===== src/ctp_consts.vh =====
// Constants for the character translation and parity stage
`ifndef CTP_CONSTS_VH
`define CTP_CONSTS_VH

// Character codes
`define CTP_HOST_LINE_END_CODE 8'h9B
`define CTP_CR_CODE 8'h0D
`define CTP_LF_CODE 8'h0A
`define CTP_LOW_LIMIT 8'h20
`define CTP_HIGH_LIMIT 8'h7C

// Fields of the translation option word
`define CTP_TX_PAR_LSB 0
`define CTP_RX_PAR_LSB 2
`define CTP_XLAT_LSB 4
`define CTP_APPEND_LF_BIT 6
`define CTP_OPT_WIDTH 7

// Translation selections
`define CTP_XLAT_LIGHT 2'h0
`define CTP_XLAT_HEAVY 2'h1
`define CTP_XLAT_NONE 2'h2

// Transmit parity settings
`define CTP_TXP_KEEP 2'h0
`define CTP_TXP_ODD 2'h1
`define CTP_TXP_EVEN 2'h2
`define CTP_TXP_ONE 2'h3

// Receive parity settings
`define CTP_RXP_KEEP 2'h0
`define CTP_RXP_ODD 2'h1
`define CTP_RXP_EVEN 2'h2
`define CTP_RXP_CLEAR 2'h3

// Word sizes on the line
`define CTP_WS_8 2'h0
`define CTP_WS_7 2'h1
`define CTP_WS_6 2'h2
`define CTP_WS_5 2'h3

// Reset values of the configuration
`define CTP_OPT_RESET 7'h00
`define CTP_SUBST_RESET 8'h00
`define CTP_WS_RESET 2'h0

// Transmit buffer depth
`define CTP_FIFO_DEPTH 32

`endif


===== src/ctp_fifo.v =====
// Synchronous FIFO with valid and ready on both sides
`timescale 1ns/1ps
module ctp_fifo #(
    parameter WIDTH = 8,
    parameter DEPTH = 32
) (
    input wire clk_i,
    input wire rst_b_i,
    input wire ce_i,
    input wire in_valid_i,
    output wire in_ready_o,
    input wire [WIDTH-1:0] in_data_i,
    output wire out_valid_o,
    input wire out_ready_i,
    output wire [WIDTH-1:0] out_data_o
);
    localparam AW = (DEPTH > 1) ? $clog2(DEPTH) : 1;
    localparam [AW:0] FULL_COUNT = DEPTH[AW:0];

    reg [WIDTH-1:0] mem [0:DEPTH-1];
    reg [AW-1:0] wr_ptr;
    reg [AW-1:0] rd_ptr;
    reg [AW:0] count;
    wire push;
    wire pop;

    assign in_ready_o = (count != FULL_COUNT);
    assign out_valid_o = (count != {(AW+1){1'b0}});
    assign out_data_o = mem[rd_ptr];
    assign push = ce_i & in_valid_i & in_ready_o;
    assign pop = ce_i & out_valid_o & out_ready_i;

    function [AW-1:0] ctp_bump;
        input [AW-1:0] p;
        begin
            if (p == DEPTH - 1) begin
                ctp_bump = {AW{1'b0}};
            end else begin
                ctp_bump = p + 1'b1;
            end
        end
    endfunction

    always @(posedge clk_i) begin
        if (push) begin
            mem[wr_ptr] <= in_data_i;
        end
    end

    always @(posedge clk_i or negedge rst_b_i) begin
        if (!rst_b_i) begin
            wr_ptr <= {AW{1'b0}};
            rd_ptr <= {AW{1'b0}};
            count <= {(AW+1){1'b0}};
        end else begin
            if (push) begin
                wr_ptr <= ctp_bump(wr_ptr);
            end
            if (pop) begin
                rd_ptr <= ctp_bump(rd_ptr);
            end
            if (push & !pop) begin
                count <= count + 1'b1;
            end else if (pop & !push) begin
                count <= count - 1'b1;
            end
        end
    end
endmodule


===== src/ctp_rx_path.v =====
// Receive path: widening, parity check and translation into a register stage
`timescale 1ns/1ps
`include "ctp_consts.vh"
module ctp_rx_path (
    input wire clk_i,
    input wire rst_b_i,
    input wire ce_i,
    input wire [1:0] xlat_i,
    input wire [1:0] par_mode_i,
    input wire [1:0] word_size_i,
    input wire [7:0] subst_i,
    input wire in_valid_i,
    output wire in_ready_o,
    input wire [7:0] in_data_i,
    output reg out_valid_o,
    input wire out_ready_i,
    output reg [7:0] out_data_o,
    output reg par_err_o
);
    reg [7:0] wide;
    reg [7:0] checked;
    reg [7:0] xlat;
    reg mismatch;
    wire take;

    assign in_ready_o = !out_valid_o | out_ready_i;
    assign take = ce_i & in_valid_i & in_ready_o;

    always @* begin
        // Short words come in with the missing high bits set
        case (word_size_i)
            `CTP_WS_7: wide = {1'b1, in_data_i[6:0]};
            `CTP_WS_6: wide = {2'b11, in_data_i[5:0]};
            `CTP_WS_5: wide = {3'b111, in_data_i[4:0]};
            default: wide = in_data_i;
        endcase
        mismatch = 1'b0;
        checked = {1'b0, wide[6:0]};
        case (par_mode_i)
            `CTP_RXP_ODD: mismatch = ~(^wide);
            `CTP_RXP_EVEN: mismatch = ^wide;
            `CTP_RXP_CLEAR: mismatch = 1'b0;
            default: checked = wide;
        endcase
        xlat = checked;
        if (xlat_i != `CTP_XLAT_NONE) begin
            xlat = {1'b0, checked[6:0]};
            if (xlat == `CTP_CR_CODE) begin
                xlat = `CTP_HOST_LINE_END_CODE;
            end else if ((xlat_i == `CTP_XLAT_HEAVY) &&
                         ((xlat < `CTP_LOW_LIMIT) || (xlat > `CTP_HIGH_LIMIT))) begin
                xlat = subst_i;
            end
        end
    end

    always @(posedge clk_i or negedge rst_b_i) begin
        if (!rst_b_i) begin
            out_valid_o <= 1'b0;
            out_data_o <= 8'h00;
            par_err_o <= 1'b0;
        end else if (ce_i) begin
            par_err_o <= take & mismatch;
            if (take) begin
                out_valid_o <= 1'b1;
                out_data_o <= xlat;
            end else if (out_ready_i) begin
                out_valid_o <= 1'b0;
            end
        end
    end
endmodule


===== src/ctp_top.v =====
// Character translation and parity stage between host stream and line framer
`timescale 1ns/1ps
`include "ctp_consts.vh"
// Overview of operation
// - One selection governs both directions
// - No translation passes characters unchanged
// - Line-end becomes CR out, CR line-end in
// - Append-LF turns line-end into CR, LF
// - Translation clears top bit both ways
// - Light mode only clears bit, swaps codes
// - Reset selects light translation
// - Heavy receive substitutes codes outside 32..124
// - Substitute character programmable, resets to zero
// - Heavy transmit drops controls, high, top-bit codes
// - No LF appended without translation
// - Both CR and LF get parity, shortening
// - Reset disables append-LF
// - Separate receive and transmit parity settings
// - Parity lives in bit 7
// - Reset leaves parity bit untouched
// - Transmit parity keep, odd, even, one
// - Receive parity keep, odd, even, clear
// - Mismatch delivers character, sets sticky flag
// - Stage order fixed in each direction
// - Transmit parity code 0..3 in word
// - Receive parity code weights 4, 8, 12
// - Append-LF weight 64 in option word
module ctp_top #(
    parameter FIFO_DEPTH = `CTP_FIFO_DEPTH
) (
    input wire clk_i,
    input wire rst_b_i,
    input wire ce_i,
    input wire cfg_load_i,
    input wire [6:0] translation_option_word_i,
    input wire [7:0] substitute_char_value_i,
    input wire [1:0] word_size_i,
    input wire tx_host_valid_i,
    output wire tx_host_ready_o,
    input wire [7:0] tx_host_data_i,
    output wire tx_line_valid_o,
    input wire tx_line_ready_i,
    output wire [7:0] tx_line_data_o,
    input wire rx_line_valid_i,
    output wire rx_line_ready_o,
    input wire [7:0] rx_line_data_i,
    output wire rx_host_valid_o,
    input wire rx_host_ready_i,
    output wire [7:0] rx_host_data_o,
    input wire par_err_clr_i,
    output reg par_err_o,
    output wire [1:0] xlat_mode_o,
    output wire append_lf_o
);
    // Transmit sequencing states
    localparam [1:0] ST_PASS = 2'b01;
    localparam [1:0] ST_LF = 2'b10;

    // Configuration held until the next load; kept across traffic
    reg [`CTP_OPT_WIDTH-1:0] opt_word;
    reg [7:0] subst_char;
    reg [1:0] word_size;
    reg [1:0] state;
    reg [1:0] next_state;

    wire [1:0] xlat_sel;
    wire [1:0] tx_par;
    wire [1:0] rx_par;
    wire append_lf;

    reg [7:0] tx_xlat;
    reg tx_drop;
    reg tx_want_lf;
    reg [7:0] fifo_char;
    reg fifo_push;
    wire fifo_in_ready;
    wire [7:0] fifo_in_data;
    wire tx_take;
    wire rx_par_err;

    // Parity generation on bit 7, then shortening to the line word size
    function [7:0] ctp_tx_finish;
        input [7:0] c;
        input [1:0] mode;
        input [1:0] ws;
        reg [7:0] p;
        begin
            p = c;
            case (mode)
                `CTP_TXP_ODD: p = {~(^c[6:0]), c[6:0]};
                `CTP_TXP_EVEN: p = {^c[6:0], c[6:0]};
                `CTP_TXP_ONE: p = {1'b1, c[6:0]};
                default: p = c;
            endcase
            // Bits above a short word are zeroed; the framer sends only the low bits
            case (ws)
                `CTP_WS_7: ctp_tx_finish = {1'b0, p[6:0]};
                `CTP_WS_6: ctp_tx_finish = {2'b00, p[5:0]};
                `CTP_WS_5: ctp_tx_finish = {3'b000, p[4:0]};
                default: ctp_tx_finish = p;
            endcase
        end
    endfunction

    assign xlat_sel = (opt_word[`CTP_XLAT_LSB+1:`CTP_XLAT_LSB] == `CTP_XLAT_HEAVY) ? `CTP_XLAT_HEAVY :
                      (opt_word[`CTP_XLAT_LSB+1:`CTP_XLAT_LSB] == `CTP_XLAT_LIGHT) ? `CTP_XLAT_LIGHT :
                      `CTP_XLAT_NONE;
    assign tx_par = opt_word[`CTP_TX_PAR_LSB+1:`CTP_TX_PAR_LSB];
    assign rx_par = opt_word[`CTP_RX_PAR_LSB+1:`CTP_RX_PAR_LSB];
    assign append_lf = opt_word[`CTP_APPEND_LF_BIT] & (xlat_sel != `CTP_XLAT_NONE);
    assign xlat_mode_o = xlat_sel;
    assign append_lf_o = append_lf;

    // Configuration registers
    always @(posedge clk_i or negedge rst_b_i) begin
        if (!rst_b_i) begin
            opt_word <= `CTP_OPT_RESET;
            subst_char <= `CTP_SUBST_RESET;
            word_size <= `CTP_WS_RESET;
        end else if (ce_i & cfg_load_i) begin
            opt_word <= translation_option_word_i;
            subst_char <= substitute_char_value_i;
            word_size <= word_size_i;
        end
    end

    // Transmit translation of the offered character
    always @* begin
        tx_xlat = tx_host_data_i;
        tx_drop = 1'b0;
        tx_want_lf = 1'b0;
        if (xlat_sel != `CTP_XLAT_NONE) begin
            if (tx_host_data_i == `CTP_HOST_LINE_END_CODE) begin
                tx_xlat = `CTP_CR_CODE;
                tx_want_lf = append_lf;
            end else begin
                // Light mode leaves the low seven bits alone
                tx_xlat = {1'b0, tx_host_data_i[6:0]};
                if (xlat_sel == `CTP_XLAT_HEAVY) begin
                    tx_drop = tx_host_data_i[7] ||
                              (tx_host_data_i < `CTP_LOW_LIMIT) ||
                              (tx_host_data_i > `CTP_HIGH_LIMIT);
                end
            end
        end
    end

    assign tx_host_ready_o = state[0] & fifo_in_ready;
    assign tx_take = ce_i & tx_host_valid_i & tx_host_ready_o;

    // What goes into the buffer this cycle, and the next sequencing state
    always @* begin
        next_state = state;
        fifo_push = 1'b0;
        fifo_char = tx_xlat;
        case (state)
            ST_PASS: begin
                if (tx_take) begin
                    fifo_push = !tx_drop;
                    if (tx_want_lf) begin
                        next_state = ST_LF;
                    end
                end
            end
            ST_LF: begin
                fifo_char = `CTP_LF_CODE;
                fifo_push = 1'b1;
                if (fifo_in_ready) begin
                    next_state = ST_PASS;
                end
            end
            default: begin
                next_state = ST_PASS;
            end
        endcase
    end

    // Each character, CR and LF alike, passes parity then shortening
    assign fifo_in_data = ctp_tx_finish(fifo_char, tx_par, word_size);

    always @(posedge clk_i or negedge rst_b_i) begin
        if (!rst_b_i) begin
            state <= ST_PASS;
        end else if (ce_i) begin
            state <= next_state;
        end
    end

    // Transmit buffer toward the framer; a stalled framer backs up the host
    ctp_fifo #(
        .WIDTH(8),
        .DEPTH(FIFO_DEPTH)
    ) u_tx_fifo (
        .clk_i(clk_i),
        .rst_b_i(rst_b_i),
        .ce_i(ce_i),
        .in_valid_i(fifo_push),
        .in_ready_o(fifo_in_ready),
        .in_data_i(fifo_in_data),
        .out_valid_o(tx_line_valid_o),
        .out_ready_i(tx_line_ready_i),
        .out_data_o(tx_line_data_o)
    );

    // Receive path
    ctp_rx_path u_rx (
        .clk_i(clk_i),
        .rst_b_i(rst_b_i),
        .ce_i(ce_i),
        .xlat_i(xlat_sel),
        .par_mode_i(rx_par),
        .word_size_i(word_size),
        .subst_i(subst_char),
        .in_valid_i(rx_line_valid_i),
        .in_ready_o(rx_line_ready_o),
        .in_data_i(rx_line_data_i),
        .out_valid_o(rx_host_valid_o),
        .out_ready_i(rx_host_ready_i),
        .out_data_o(rx_host_data_o),
        .par_err_o(rx_par_err)
    );

    // Sticky parity error; a new error wins over a clear in the same cycle
    always @(posedge clk_i or negedge rst_b_i) begin
        if (!rst_b_i) begin
            par_err_o <= 1'b0;
        end else if (ce_i) begin
            if (rx_par_err) begin
                par_err_o <= 1'b1;
            end else if (par_err_clr_i) begin
                par_err_o <= 1'b0;
            end
        end
    end
endmodule


===== config.mk =====
export PLATFORM = sky130hd
export DESIGN_NAME = ctp_top
export DESIGN_NICKNAME = d
export VERILOG_FILES = /design/src/ctp_fifo.v /design/src/ctp_rx_path.v /design/src/ctp_top.v
export VERILOG_INCLUDE_DIRS = /design/src /design/src/src
export SDC_FILE = /design/constraint.sdc
export NUM_CORES = 1
export LEC_CHECK = 0
export ABC_AREA = 1
export CORE_MARGIN = 3
export CORE_UTILIZATION = 25
export CTS_CLUSTER_DIAMETER = 30
export DETAILED_ROUTE_END_ITERATION = 10
export DONT_BUFFER_PORTS = 1
export PLACE_DENSITY = 0.36
export SLEW_MARGIN = 20
export SYNTH_ARGS = -nofsm -noshare
export SYNTH_HDL_FRONTEND = slang
export SYNTH_SLANG_ARGS = --single-unit

===== constraint.sdc =====
create_clock -name clk_i -period 4.87 [get_ports clk_i]
set_input_delay 0.487 -clock clk_i [delete_from_list [all_inputs] [get_ports clk_i]]
set_output_delay 0.487 -clock clk_i [all_outputs]
set_load 0.005 [all_outputs]

# Word level (Yosys, flattened, before mapping)
# Memories as Yosys holds them, arrays and structs flattened.
# Index checks and enable logic that the tools add are counted.
[classes]
reduce_logical = 20
n_addsub = 4
n_lt_le_gt_ge = 4
eq_ne = 22
mux = 34
bitwise_logic = 17
[ops]
columns = ["op", "count"]
rows = [
  ["8-bit one-hot mux with 3 select lines", 3],
  ["8-bit two-way mux", 6],
  ["1-bit bitwise AND", 14],
  ["2-bit equality test (second input constant)", 7],
  ["2-bit by 1-bit equality test with 1-bit output (second input constant)", 6],
  ["1-bit two-way mux", 12],
  ["6-bit two-way mux", 2],
  ["5-bit by 1-bit adder with 5-bit output (second input constant)", 2],
  ["5-bit equality test (second input constant)", 2],
  ["2-bit two-way mux", 5],
  ["5-bit two-way mux", 2],
  ["8-bit equality test (second input constant)", 1],
  ["8-bit by 7-bit greater-than comparator with 1-bit output (second input constant)", 1],
  ["8-bit by 6-bit less-than comparator with 1-bit output (second input constant)", 1],
  ["2-bit != test (second input constant)", 4],
  ["8-bit XOR reduction", 1],
  ["7-bit by 4-bit equality test with 1-bit output (second input constant)", 1],
  ["7-bit greater-than comparator (second input constant)", 1],
  ["7-bit by 6-bit less-than comparator with 1-bit output (second input constant)", 1],
  ["7-bit two-way mux", 1],
  ["7-bit XOR reduction", 1],
  ["6-bit by 1-bit adder with 6-bit output (second input constant)", 1],
  ["6-bit != test (second input constant)", 1],
  ["2-bit AND reduction", 3],
  ["13 further kinds", 22],
]
[word_totals]
memories = 1
output_inout_bits = 24
ff_bits = 46
ramBits = 256
[mem_list]
columns = ["name", "depth", "width", "read_ports", "rd_ports_with_merged_regs", "wr", "line_no", "text"]
rows = [
  ["u_tx_fifo.mem", 32, 8, 1, 0, 1, "ctp_fifo.v:20", "reg [WIDTH-1:0] mem [0:DEPTH-1];"],
]

# Longest topological paths before layout
# Gate-level depths: netlist of the first run.
[logic_depth]
depth_word = 16
mapped_depth = 23
depth_no_buf = 22

# Cells and area by module
# Synthesis of the first run repeated with hierarchy kept, for this count alone.
[hier_totals]
cells_unflattened = 1331
hier_area_um2 = 13738.2
[by_module_without_submodules]
columns = ["mod", "cells_each", "seq_area_each_um2", "area_each_um2", "instances"]
rows = [
  ["ctp_fifo", 1054, 8087.8, 11672.4, 1],
  ["ctp_top", 135, 501.7, 1153.6, 1],
  ["ctp_rx_path", 142, 250.2, 912.1, 1],
]

# Least setup slack after synthesis of the first run
# OpenSTA, ideal clock, no wires.
[synth_path]
kind = "register to register"
start = "register state[0]"
end = "memory u_tx_fifo.mem[0][7], data pin"
n_path_buf = 1
path_slack_ns = 1.835
arrival_ns = 2.764
setup_time_ns = 0.271
required_ns = 4.599
stages_incl_launch_ff = 15
cell_sequence = "dfstp_2 > inv_1 > ha_1 > clkbuf_1 > nor2_1 > nand3_1 > nand2_1 > nand2_1 > nand2_1 > nand2_1 > nand2_1 > nand2_1 > nand3_1 > nand2_1 > inv_1"
[synth_between]
elab_chain_len = 6
[synth_lines]
columns = ["item", "line_no", "text"]
rows = [
  ["start, declared", "ctp_top.v:63", "reg [1:0] state;"],
  ["start signal, assigned", "ctp_top.v:185", "state <= next_state;"],
  ["2-bit equality test *", "ctp_top.v:156", "case (state)"],
  ["8-bit two-way mux *", "ctp_top.v:156", ""],
  ["named net fifo_char[0]", "ctp_top.v:74", "reg [7:0] fifo_char;"],
  ["7-bit XOR reduction *", "ctp_top.v:90, ctp_top.v:91", ""],
  ["1-bit NOT", "ctp_top.v:90", "`CTP_TXP_ODD: p = {~(^c[6:0]), c[6:0]};"],
  ["8-bit one-hot mux with 3 select lines *", "ctp_top.v:89", "case (mode)"],
  ["8-bit one-hot mux with 3 select lines *", "ctp_top.v:96", "case (ws)"],
  ["named net fifo_in_data[7]", "ctp_top.v:77", "wire [7:0] fifo_in_data;"],
  ["end, declared", "ctp_fifo.v:20", ""],
]
# Mark *: on every way through the listed nets, which the timed path passes. The rest lies on a longest branch.

# Final worst setup path of the first run
[layout_path]
start = "register state[0]"
end = "register u_tx_fifo.count[5]"
[layout_between]
elab_chain_len = 9
word_cells_on_any_way = 13
classes_between = "2 x eq/ne; 3 x mux; 6 x bitwise; 2 x reduce/logical"
[layout_lines]
columns = ["item", "line_no", "text"]
rows = [
  ["1-bit bitwise AND", "ctp_top.v:148", "assign tx_host_ready_o = state[0] & fifo_in_ready;"],
  ["1-bit bitwise AND", "ctp_top.v:149", "assign tx_take = ce_i & tx_host_valid_i & tx_host_ready_o;"],
  ["1-bit two-way mux", "ctp_top.v:158", "if (tx_take) begin"],
  ["1-bit one-hot mux with 2 select lines *", "ctp_top.v:156", ""],
  ["1-bit bitwise AND * (2 in a row)", "ctp_fifo.v:30", "assign push = ce_i & in_valid_i & in_ready_o;"],
  ["1-bit logical NOT", "ctp_fifo.v:64", "end else if (pop & !push) begin"],
  ["1-bit bitwise AND", "ctp_fifo.v:64", ""],
  ["2-bit nonzero test (no line)", "--", ""],
  ["end signal, assigned", "ctp_fifo.v:54", "count <= {(AW+1){1'b0}};"],
  ["end signal, assigned", "ctp_fifo.v:63", "count <= count + 1'b1;"],
  ["end signal, assigned", "ctp_fifo.v:65", "count <= count - 1'b1;"],
  ["end, declared", "ctp_fifo.v:23", "reg [AW:0] count;"],
]
# Mark *: on every way between the ends. The rest lies on a longest branch, timed or not.
# A chain may end at the register's enable or synchronous reset.

==> results of run 1 <==
sequential cells by signal (all words and copies together), names as in the netlist:
name              flops
opt_word              7
par_err_o             1
state                 2
subst_char            8
u_rx.out_data_o       8
u_rx.out_valid_o      1
u_rx.par_err_o        1
u_tx_fifo.count       6
u_tx_fifo.mem       256
u_tx_fifo.rd_ptr      5
u_tx_fifo.wr_ptr      5
word_size             2
metal layers:
layer / wire [µm] / share of wire
met1: 19080 / 0.49
met2: 17180 / 0.44
met3: 1724 / 0.044
met4: 844 / 0.022
met5: 0 / 0
area by class of cell:
class	count	area (µm²)
sequential	302	8845
clock buffer	122	2390
fill	5075	33910
multi-input combinational	692	3621
clock inverter	36	375.4
inverter	71	267.8
tap	672	840.8
timing repair buffer	38	335.3
path summary, 6_finish.rpt:
check | to | from | slack, ns
max | u_tx_fifo.count[5] | state[0] | 1.16
max in group asynchronous | state[0] | rst_b_i | 4.14
max reg2reg | u_tx_fifo.count[5] | state[0] | 1.16
min | subst_char[4] | substitute_char_value_i[4] | 0.04
min reg2reg | state[1] | state[1] | 0.50
min in group asynchronous | u_rx.out_data_o[0] | rst_b_i | 0.43
kinds of logic (layout without fill, tap and decap cells):
group / after synthesis / in the layout / share of synthesized area
AO/OA/AOI/OAI: 272 / 272 / 0.1210
XOR/XNOR: 5 / 5 / 0.003393
adder cells (fa/ha/maj): 20 / 20 / 0.01997
buffers and inverters: 126 / 267 / 0.03877
flip-flops: 302 / 302 / 0.6848
multiplexers: 10 / 10 / 0.008724
AND/OR/NAND/NOR: 385 / 385 / 0.1234
metrics by stage:
stage / setup WS (ns) / instance area, µm² / instances
finish: 1.161 / 16670 / 1933
global route: 0.7105 / 16670 / 1933
detailed placement: 1.131 / 13860 / 1772
CTS: 1.129 / 16670 / 1933
global placement: 1.128 / 13860 / 1772
floorplan: 1.835 / 12910 / 1120
power by group:
part           switching, mW  leakage, nW  total (mW)  internal [mW]
Sequential             0.217         2.85        3.27           3.06
Combinational           1.78         1.88        2.48          0.692
Clock                   1.56         1.35        5.24           3.68
Total                   3.56         6.08        11.0           7.43
placed cells by master, fill, tap and decap left out, types with 2 or more instances in the layout:
cell,netlist,final
sky130_fd_sc_hd__nand2_1,137,137
sky130_fd_sc_hd__clkbuf_1,35,28
sky130_fd_sc_hd__xnor2_1,3,3
sky130_fd_sc_hd__buf_12,0,2
sky130_fd_sc_hd__dfrtp_1,45,43
sky130_fd_sc_hd__nor2_1,162,160
sky130_fd_sc_hd__inv_2,3,4
sky130_fd_sc_hd__dlygate4sd3_1,0,2
sky130_fd_sc_hd__clkbuf_8,0,6
sky130_fd_sc_hd__nand4_1,8,8
sky130_fd_sc_hd__clkinv_8,0,3
sky130_fd_sc_hd__buf_4,1,33
sky130_fd_sc_hd__clkinv_2,0,13
sky130_fd_sc_hd__nor3_1,32,25
sky130_fd_sc_hd__a21oi_1,42,42
sky130_fd_sc_hd__nand3_1,36,36
sky130_fd_sc_hd__nor3_2,0,7
sky130_fd_sc_hd__o21ai_0,130,130
sky130_fd_sc_hd__edfxtp_1,256,256
sky130_fd_sc_hd__o221ai_1,24,24
sky130_fd_sc_hd__clkinv_1,5,16
sky130_fd_sc_hd__bufinv_16,0,6
sky130_fd_sc_hd__nor2_2,0,2
sky130_fd_sc_hd__o21ai_1,9,9
sky130_fd_sc_hd__ha_1,19,19
sky130_fd_sc_hd__o22ai_1,62,62
sky130_fd_sc_hd__clkbuf_16,0,88
sky130_fd_sc_hd__inv_1,63,61
sky130_fd_sc_hd__mux2_2,10,10
sky130_fd_sc_hd__inv_6,0,2
sky130_fd_sc_hd__nand2_2,2,2
sky130_fd_sc_hd__or2_2,5,5
sky130_fd_sc_hd__xor2_1,2,2
==> impl_metrics.tcl, run 1 <==
set metrics [dict create \
    post_route_cells_drive_above_1_share 0.1538 \
    fin_worst_hold_slack_ns 0.04396 \
    hold_buf_cts 3 \
    htree_num_levels 3 \
    mappedNetlistNets 1182 \
    initial_utilization 0.2552 \
    clock_latency_ns 0.59 \
    post_synth_num_cell_types 34 \
    synth_commonest_cells "sky130_fd_sc_hd__edfxtp_1 (256), sky130_fd_sc_hd__nor2_1 (162), sky130_fd_sc_hd__nand2_1 (137)" \
    postSynthCellCount 1120 \
    slew_viol_final 0 \
    worstPathArrival_ns 4.18 \
    place_hpwl_um 23130 \
    gp_congestion 0.7737 \
    cpLargestDelayFamily "adder cells" \
    nNetsFinal 1254 \
    critical_path_buf_inv_count 4 \
    antenna_found_initial 0 \
    grtUsageMet2 0.2163 \
    max_slew_margin 0.3499 \
    fmax_mhz 269.6 \
    synth_top_flop_cell "sky130_fd_sc_hd__edfxtp_1" \
    grt_pass1_vias 9254 \
    worst_vdd_drop_mv 0.2869 \
    cp.depth 18 \
    finClkSkew_ns 0.01289 \
    route.detailed.wl_per_inst_um 20.09 \
    grt_max_degree 115 \
    grt_pass1_wl_um 58700 \
    drv.max_cap_violation_count 0 \
    holdPathStages 1 \
    drt_wl_total_um 38830 \
    worstSetupEndpointType "flip-flop" \
    synthArstFlopShare 0.1523 \
    worstHoldPathType "input port to flip-flop" \
    cts_resized 0 \
    netlist_area_pre_place_mm2 0.01291 \
    synth_edf_count 256 \
    finalHoldViolations 0 \
    synth.ff_latch_count 302 \
    grt-ovfl-total 0 \
    critPathLaunchType "flip-flop" \
    final_worst_path_period_share 0.7615 \
    unrepaired_setup_endpoints_after_global_routing "false" \
    post_cts.repair.setup_buffers 0 \
    drt.antenna.violating_nets 0 \
    clock_sink_count 302 \
    cts_root_buf "sky130_fd_sc_hd__clkbuf_16" \
    max_stage_delay_ns 0.53 \
    total_leakage_power_nw 6.082 \
    synthDominantAreaCellType "sky130_fd_sc_hd__edfxtp_1" \
    cts_tree "done" \
    area_share_of_the_leading_cell_type_in_the_synthesized_netlist 0.5955 \
    buffer_ports.inserted 0 \
    yosys.cell_count.top_type "sky130_fd_sc_hd__edfxtp_1" \
    antennaDiodeCount 0 \
    cpMaxStageDelayCell "sky130_fd_sc_hd__dfstp_2" \
    global_route.peak_usage_layer "met2" \
    cts_buffers 87 \
    groute.layer.met1.usage 0.2028 \
    post_synth_main_area_contributors "sky130_fd_sc_hd__edfxtp_1 (60%), sky130_fd_sc_hd__dfrtp_1 (8.7%), sky130_fd_sc_hd__o21ai_0 (5.0%), sky130_fd_sc_hd__nor2_1 (4.7%), sky130_fd_sc_hd__nand2_1 (4.0%)" \
    finalSetupViolCount 0 \
    fp-row-count 82 \
    remaining_drc_errors 0 \
    cp_cell_sequence "inv_1 -> ha_1 -> inv_1 -> o21ai_1 -> nand2_2 -> inv_2 -> ha_1 -> inv_1 -> ha_1 -> nand2_1 -> nand2_1 -> a31oi_1 -> nor2_1 -> nor2_1 -> nor2_1 -> o21ai_0 -> nand3_1 -> xnor2_1" \
    area_delta_synth_final_pct 29.17 \
    final.min_clock_period_ns 3.709 \
    globalRouteTotalUtil 0.1451 \
    fin_util 0.3297 \
    p_total_mw 11.00 \
    finalSetupTns_ns 0 \
    depth_of_the_worst_register_to_register_path 18 \
    critPathMaxFanout 25 \
    seq_area_frac_synth 0.6848 \
    worst_pin_slew_ns 0.9698 \
    buffer_levels_on_the_longest_clock_path 3 \
    power_per_cell_area_mw_per_mm2 659.4 \
    vias 8917 \
    floorplan.die.width_um 233.2 \
    path_clk_slew_ns 0.04 \
    core-area_mm2 0.05058 \
    worst-setup-path-type "flip-flop to flip-flop" \
    design.die.area_mm2 0.05440 \
    syn_avg_cell_area_um2 11.53 \
    chipHeight_um 233.2 \
    worstPathRequired_ns 5.35 \
    gr-usage-met3 0.03573 \
    outcome "complete, no violations" \
    vias_per_cell 4.613 \
    drt_first_iter_violations 438 \
    synthesis.yosys.warnings 0 \
    top_level_i_o_count 66 \
    drt_pre_antenna_iters 4 \
]
Power figures use the tool's default switching activity.
==> inputs of run 2 (changes only) <==
==> constraint.sdc (replaced) <==
create_clock -name clk_i -period 3.5 [get_ports clk_i]
set_input_delay 0.35 -clock clk_i [delete_from_list [all_inputs] [get_ports clk_i]]
set_output_delay 0.35 -clock clk_i [all_outputs]
set_load 0.005 [all_outputs]
==> run 2 against run 1 <==
Clock power grew 45%. Sequential power is 38% higher. Die area did not move. Critical path type is now flip-flop to output port. Critical endpoint is now tx_line_data_o[1].
==> impl_metrics.tcl, run 2 (synthesized netlist as in run 1, its figures left out) <==
set metrics [dict create \
    worstHoldPathType "input port to flip-flop" \
    post_dp_cell_area_mm2 0.01404 \
    final_worst_path_period_share 0.9243 \
    fmax_mhz 309.1 \
    chipHeight_um 233.2 \
    post_route_cells_drive_above_1_share 0.1696 \
    gp_congestion 0.7650 \
    vias 9118 \
    remaining_drc_errors 0 \
    initial_utilization 0.2552 \
    clock_latency_ns 0.61 \
    worstSetupEndpointType "output port" \
    design.die.area_mm2 0.05440 \
    outcome "complete, no violations" \
    drv.max_cap_violation_count 0 \
    critical_path.reg2reg.startpoint "state[0]" \
    clock_sink_count 302 \
    drt.antenna.violating_nets 0 \
    core-area_mm2 0.05058 \
    cts_buffers 84 \
    most-common-layout-cells "sky130_fd_sc_hd__edfxtp_1 (256), sky130_fd_sc_hd__nor2_1 (160), sky130_fd_sc_hd__nand2_1 (137)" \
    drt_wl_total_um 39300 \
    worstPathRequired_ns 3.15 \
    final.min_clock_period_ns 3.235 \
    antenna_found_initial 0 \
    largestRegisters "u_tx_fifo.mem x256, subst_char x8, u_rx.out_data_o x8" \
    total_leakage_power_nw 6.359 \
    groute.layer.met1.usage 0.2064 \
    fin_worst_hold_slack_ns 0.09942 \
    globalRouteTotalUtil 0.1471 \
    grt_max_degree 68 \
    finalSetupViolCount 0 \
    critPathLaunchType "flip-flop" \
    fp-row-count 82 \
    power_per_cell_area_mw_per_mm2 914.1 \
    regMostFlops "u_tx_fifo.mem" \
    crit_path_start "u_tx_fifo.rd_ptr[1]" \
    final_area_mm2 0.01719 \
    nNetsFinal 1301 \
    largest_reg_flops 256 \
    finClkSkew_ns 0.01833 \
    layout_commonest_cell "sky130_fd_sc_hd__edfxtp_1" \
    buffer_levels_on_the_longest_clock_path 3 \
    route.detailed.wl_per_inst_um 19.89 \
    cts_tree "done" \
    count_of_filler_cells_inserted_in_the_layout 5023 \
    max_slew_margin 0.4047 \
    floorplan.die.width_um 233.2 \
    buffer_ports.inserted 0 \
    slew_viol_final 0 \
    unrepaired_setup_endpoints_after_global_routing "false" \
    grt_pass1_vias 9355 \
    finalSetupTns_ns 0 \
    area_delta_synth_final_pct 33.19 \
    grt_pass1_wl_um 59240 \
    vias_per_cell 4.614 \
    worst_vdd_drop_mv 0.3851 \
    post_cts.repair.setup_buffers 0 \
    worstPathArrival_ns 2.89 \
    critPathMaxFanout 31 \
    finalHoldViolations 0 \
    worst-setup-path-type "flip-flop to output port" \
    p_total_mw 15.72 \
    grt-ovfl-total 0 \
    drt_first_iter_violations 631 \
    top_level_i_o_count 66 \
    htree_num_levels 3 \
    global_route.peak_usage_layer "met2" \
    origin_of_the_worst_min_delay_path "rx_line_valid_i" \
    worst_pin_slew_ns 0.8907 \
    path_clk_slew_ns 0.04 \
    grtUsageMet2 0.2202 \
    drt_pre_antenna_iters 6 \
    gr-usage-met3 0.03134 \
    cts_root_buf "sky130_fd_sc_hd__clkbuf_16" \
    place_hpwl_um 23830 \
]
run 2: changes by cell type in the layout (fill, tap and decap cells not counted), sizes merged:
cell and delta:
clkbuf -18, buf +25, dlygate4sd3 +25, diode +1, clkinv +1, clkinvlp +3
bufinv +6
run 2: cell type report:
class	instances	area (µm²)	share of cell area
multi-input cells	692	3591	0.2089
inverters	71	269.0	0.01565
well taps	672	840.8	0.04890
flip-flops and latches	302	8845	0.5144
clock inverters	46	608.1	0.03537
clock buffers	104	2238	0.1302
repair buffers	88	798.3	0.04643
diodes	1	2.502	0.0001456
run 2: layer usage:
metal	share of wire	routed length, µm	vias up
met5	0	0	-
li1	-	-	4315
met3	0.045	1765	60
met4	0.025	973	0
met1	0.48	18930	4520
met2	0.45	17630	223
run 2: final timing paths:
kind | end | slack [ns] | depth (start not counted)
min in group asynchronous | u_tx_fifo.rd_ptr[0] | 0.37 | 2
min | u_rx.out_data_o[5] | 0.1 | 3
max in group asynchronous | state[0] | 2.84 | 2
max reg2reg | u_tx_fifo.count[5] | 0.43 | 18
min reg2reg | subst_char[1] | 0.51 | 1
max | tx_line_data_o[1] | 0.26 | 8
run 2: power by group:
group	switching, mW	total [mW]	internal (mW)	leakage (nW)
clock	2.22	7.59	5.37	1.39
sequential	0.271	4.52	4.25	2.85
combinational	2.53	3.60	1.08	2.12
run 2: through the flow:
step / instances / util / worst slack (ns)
global route: 1975 / 0.3399 / 0.05557
floorplan: 1120 / - / 0.4654
detailed placement: 1797 / 0.2777 / 0.4229
global placement: 1797 / 0.2777 / 0.4551
finish: 1976 / 0.3399 / 0.2649
CTS: 1975 / 0.3398 / 0.04421
run 2: timing repair:
item | in CTS | in global routing
gates resized for setup | 0 | 1
setup endpoints to repair | 0 | 5
hold buffers | 28 | 0
hold endpoints to repair | 71 | 0
run 2: worst max-delay path, stage by stage, from the launching register on:
cell and delay, ns:
sky130_fd_sc_hd__dfrtp_2 0.89, sky130_fd_sc_hd__inv_2 0.12, sky130_fd_sc_hd__buf_4 0.27, sky130_fd_sc_hd__o21ai_0 0.12, sky130_fd_sc_hd__o22ai_1 0.12, sky130_fd_sc_hd__o21ai_0 0.39, sky130_fd_sc_hd__o22ai_1 0.12, sky130_fd_sc_hd__nand2_1 0.07
sky130_fd_sc_hd__nand2_1 0.14
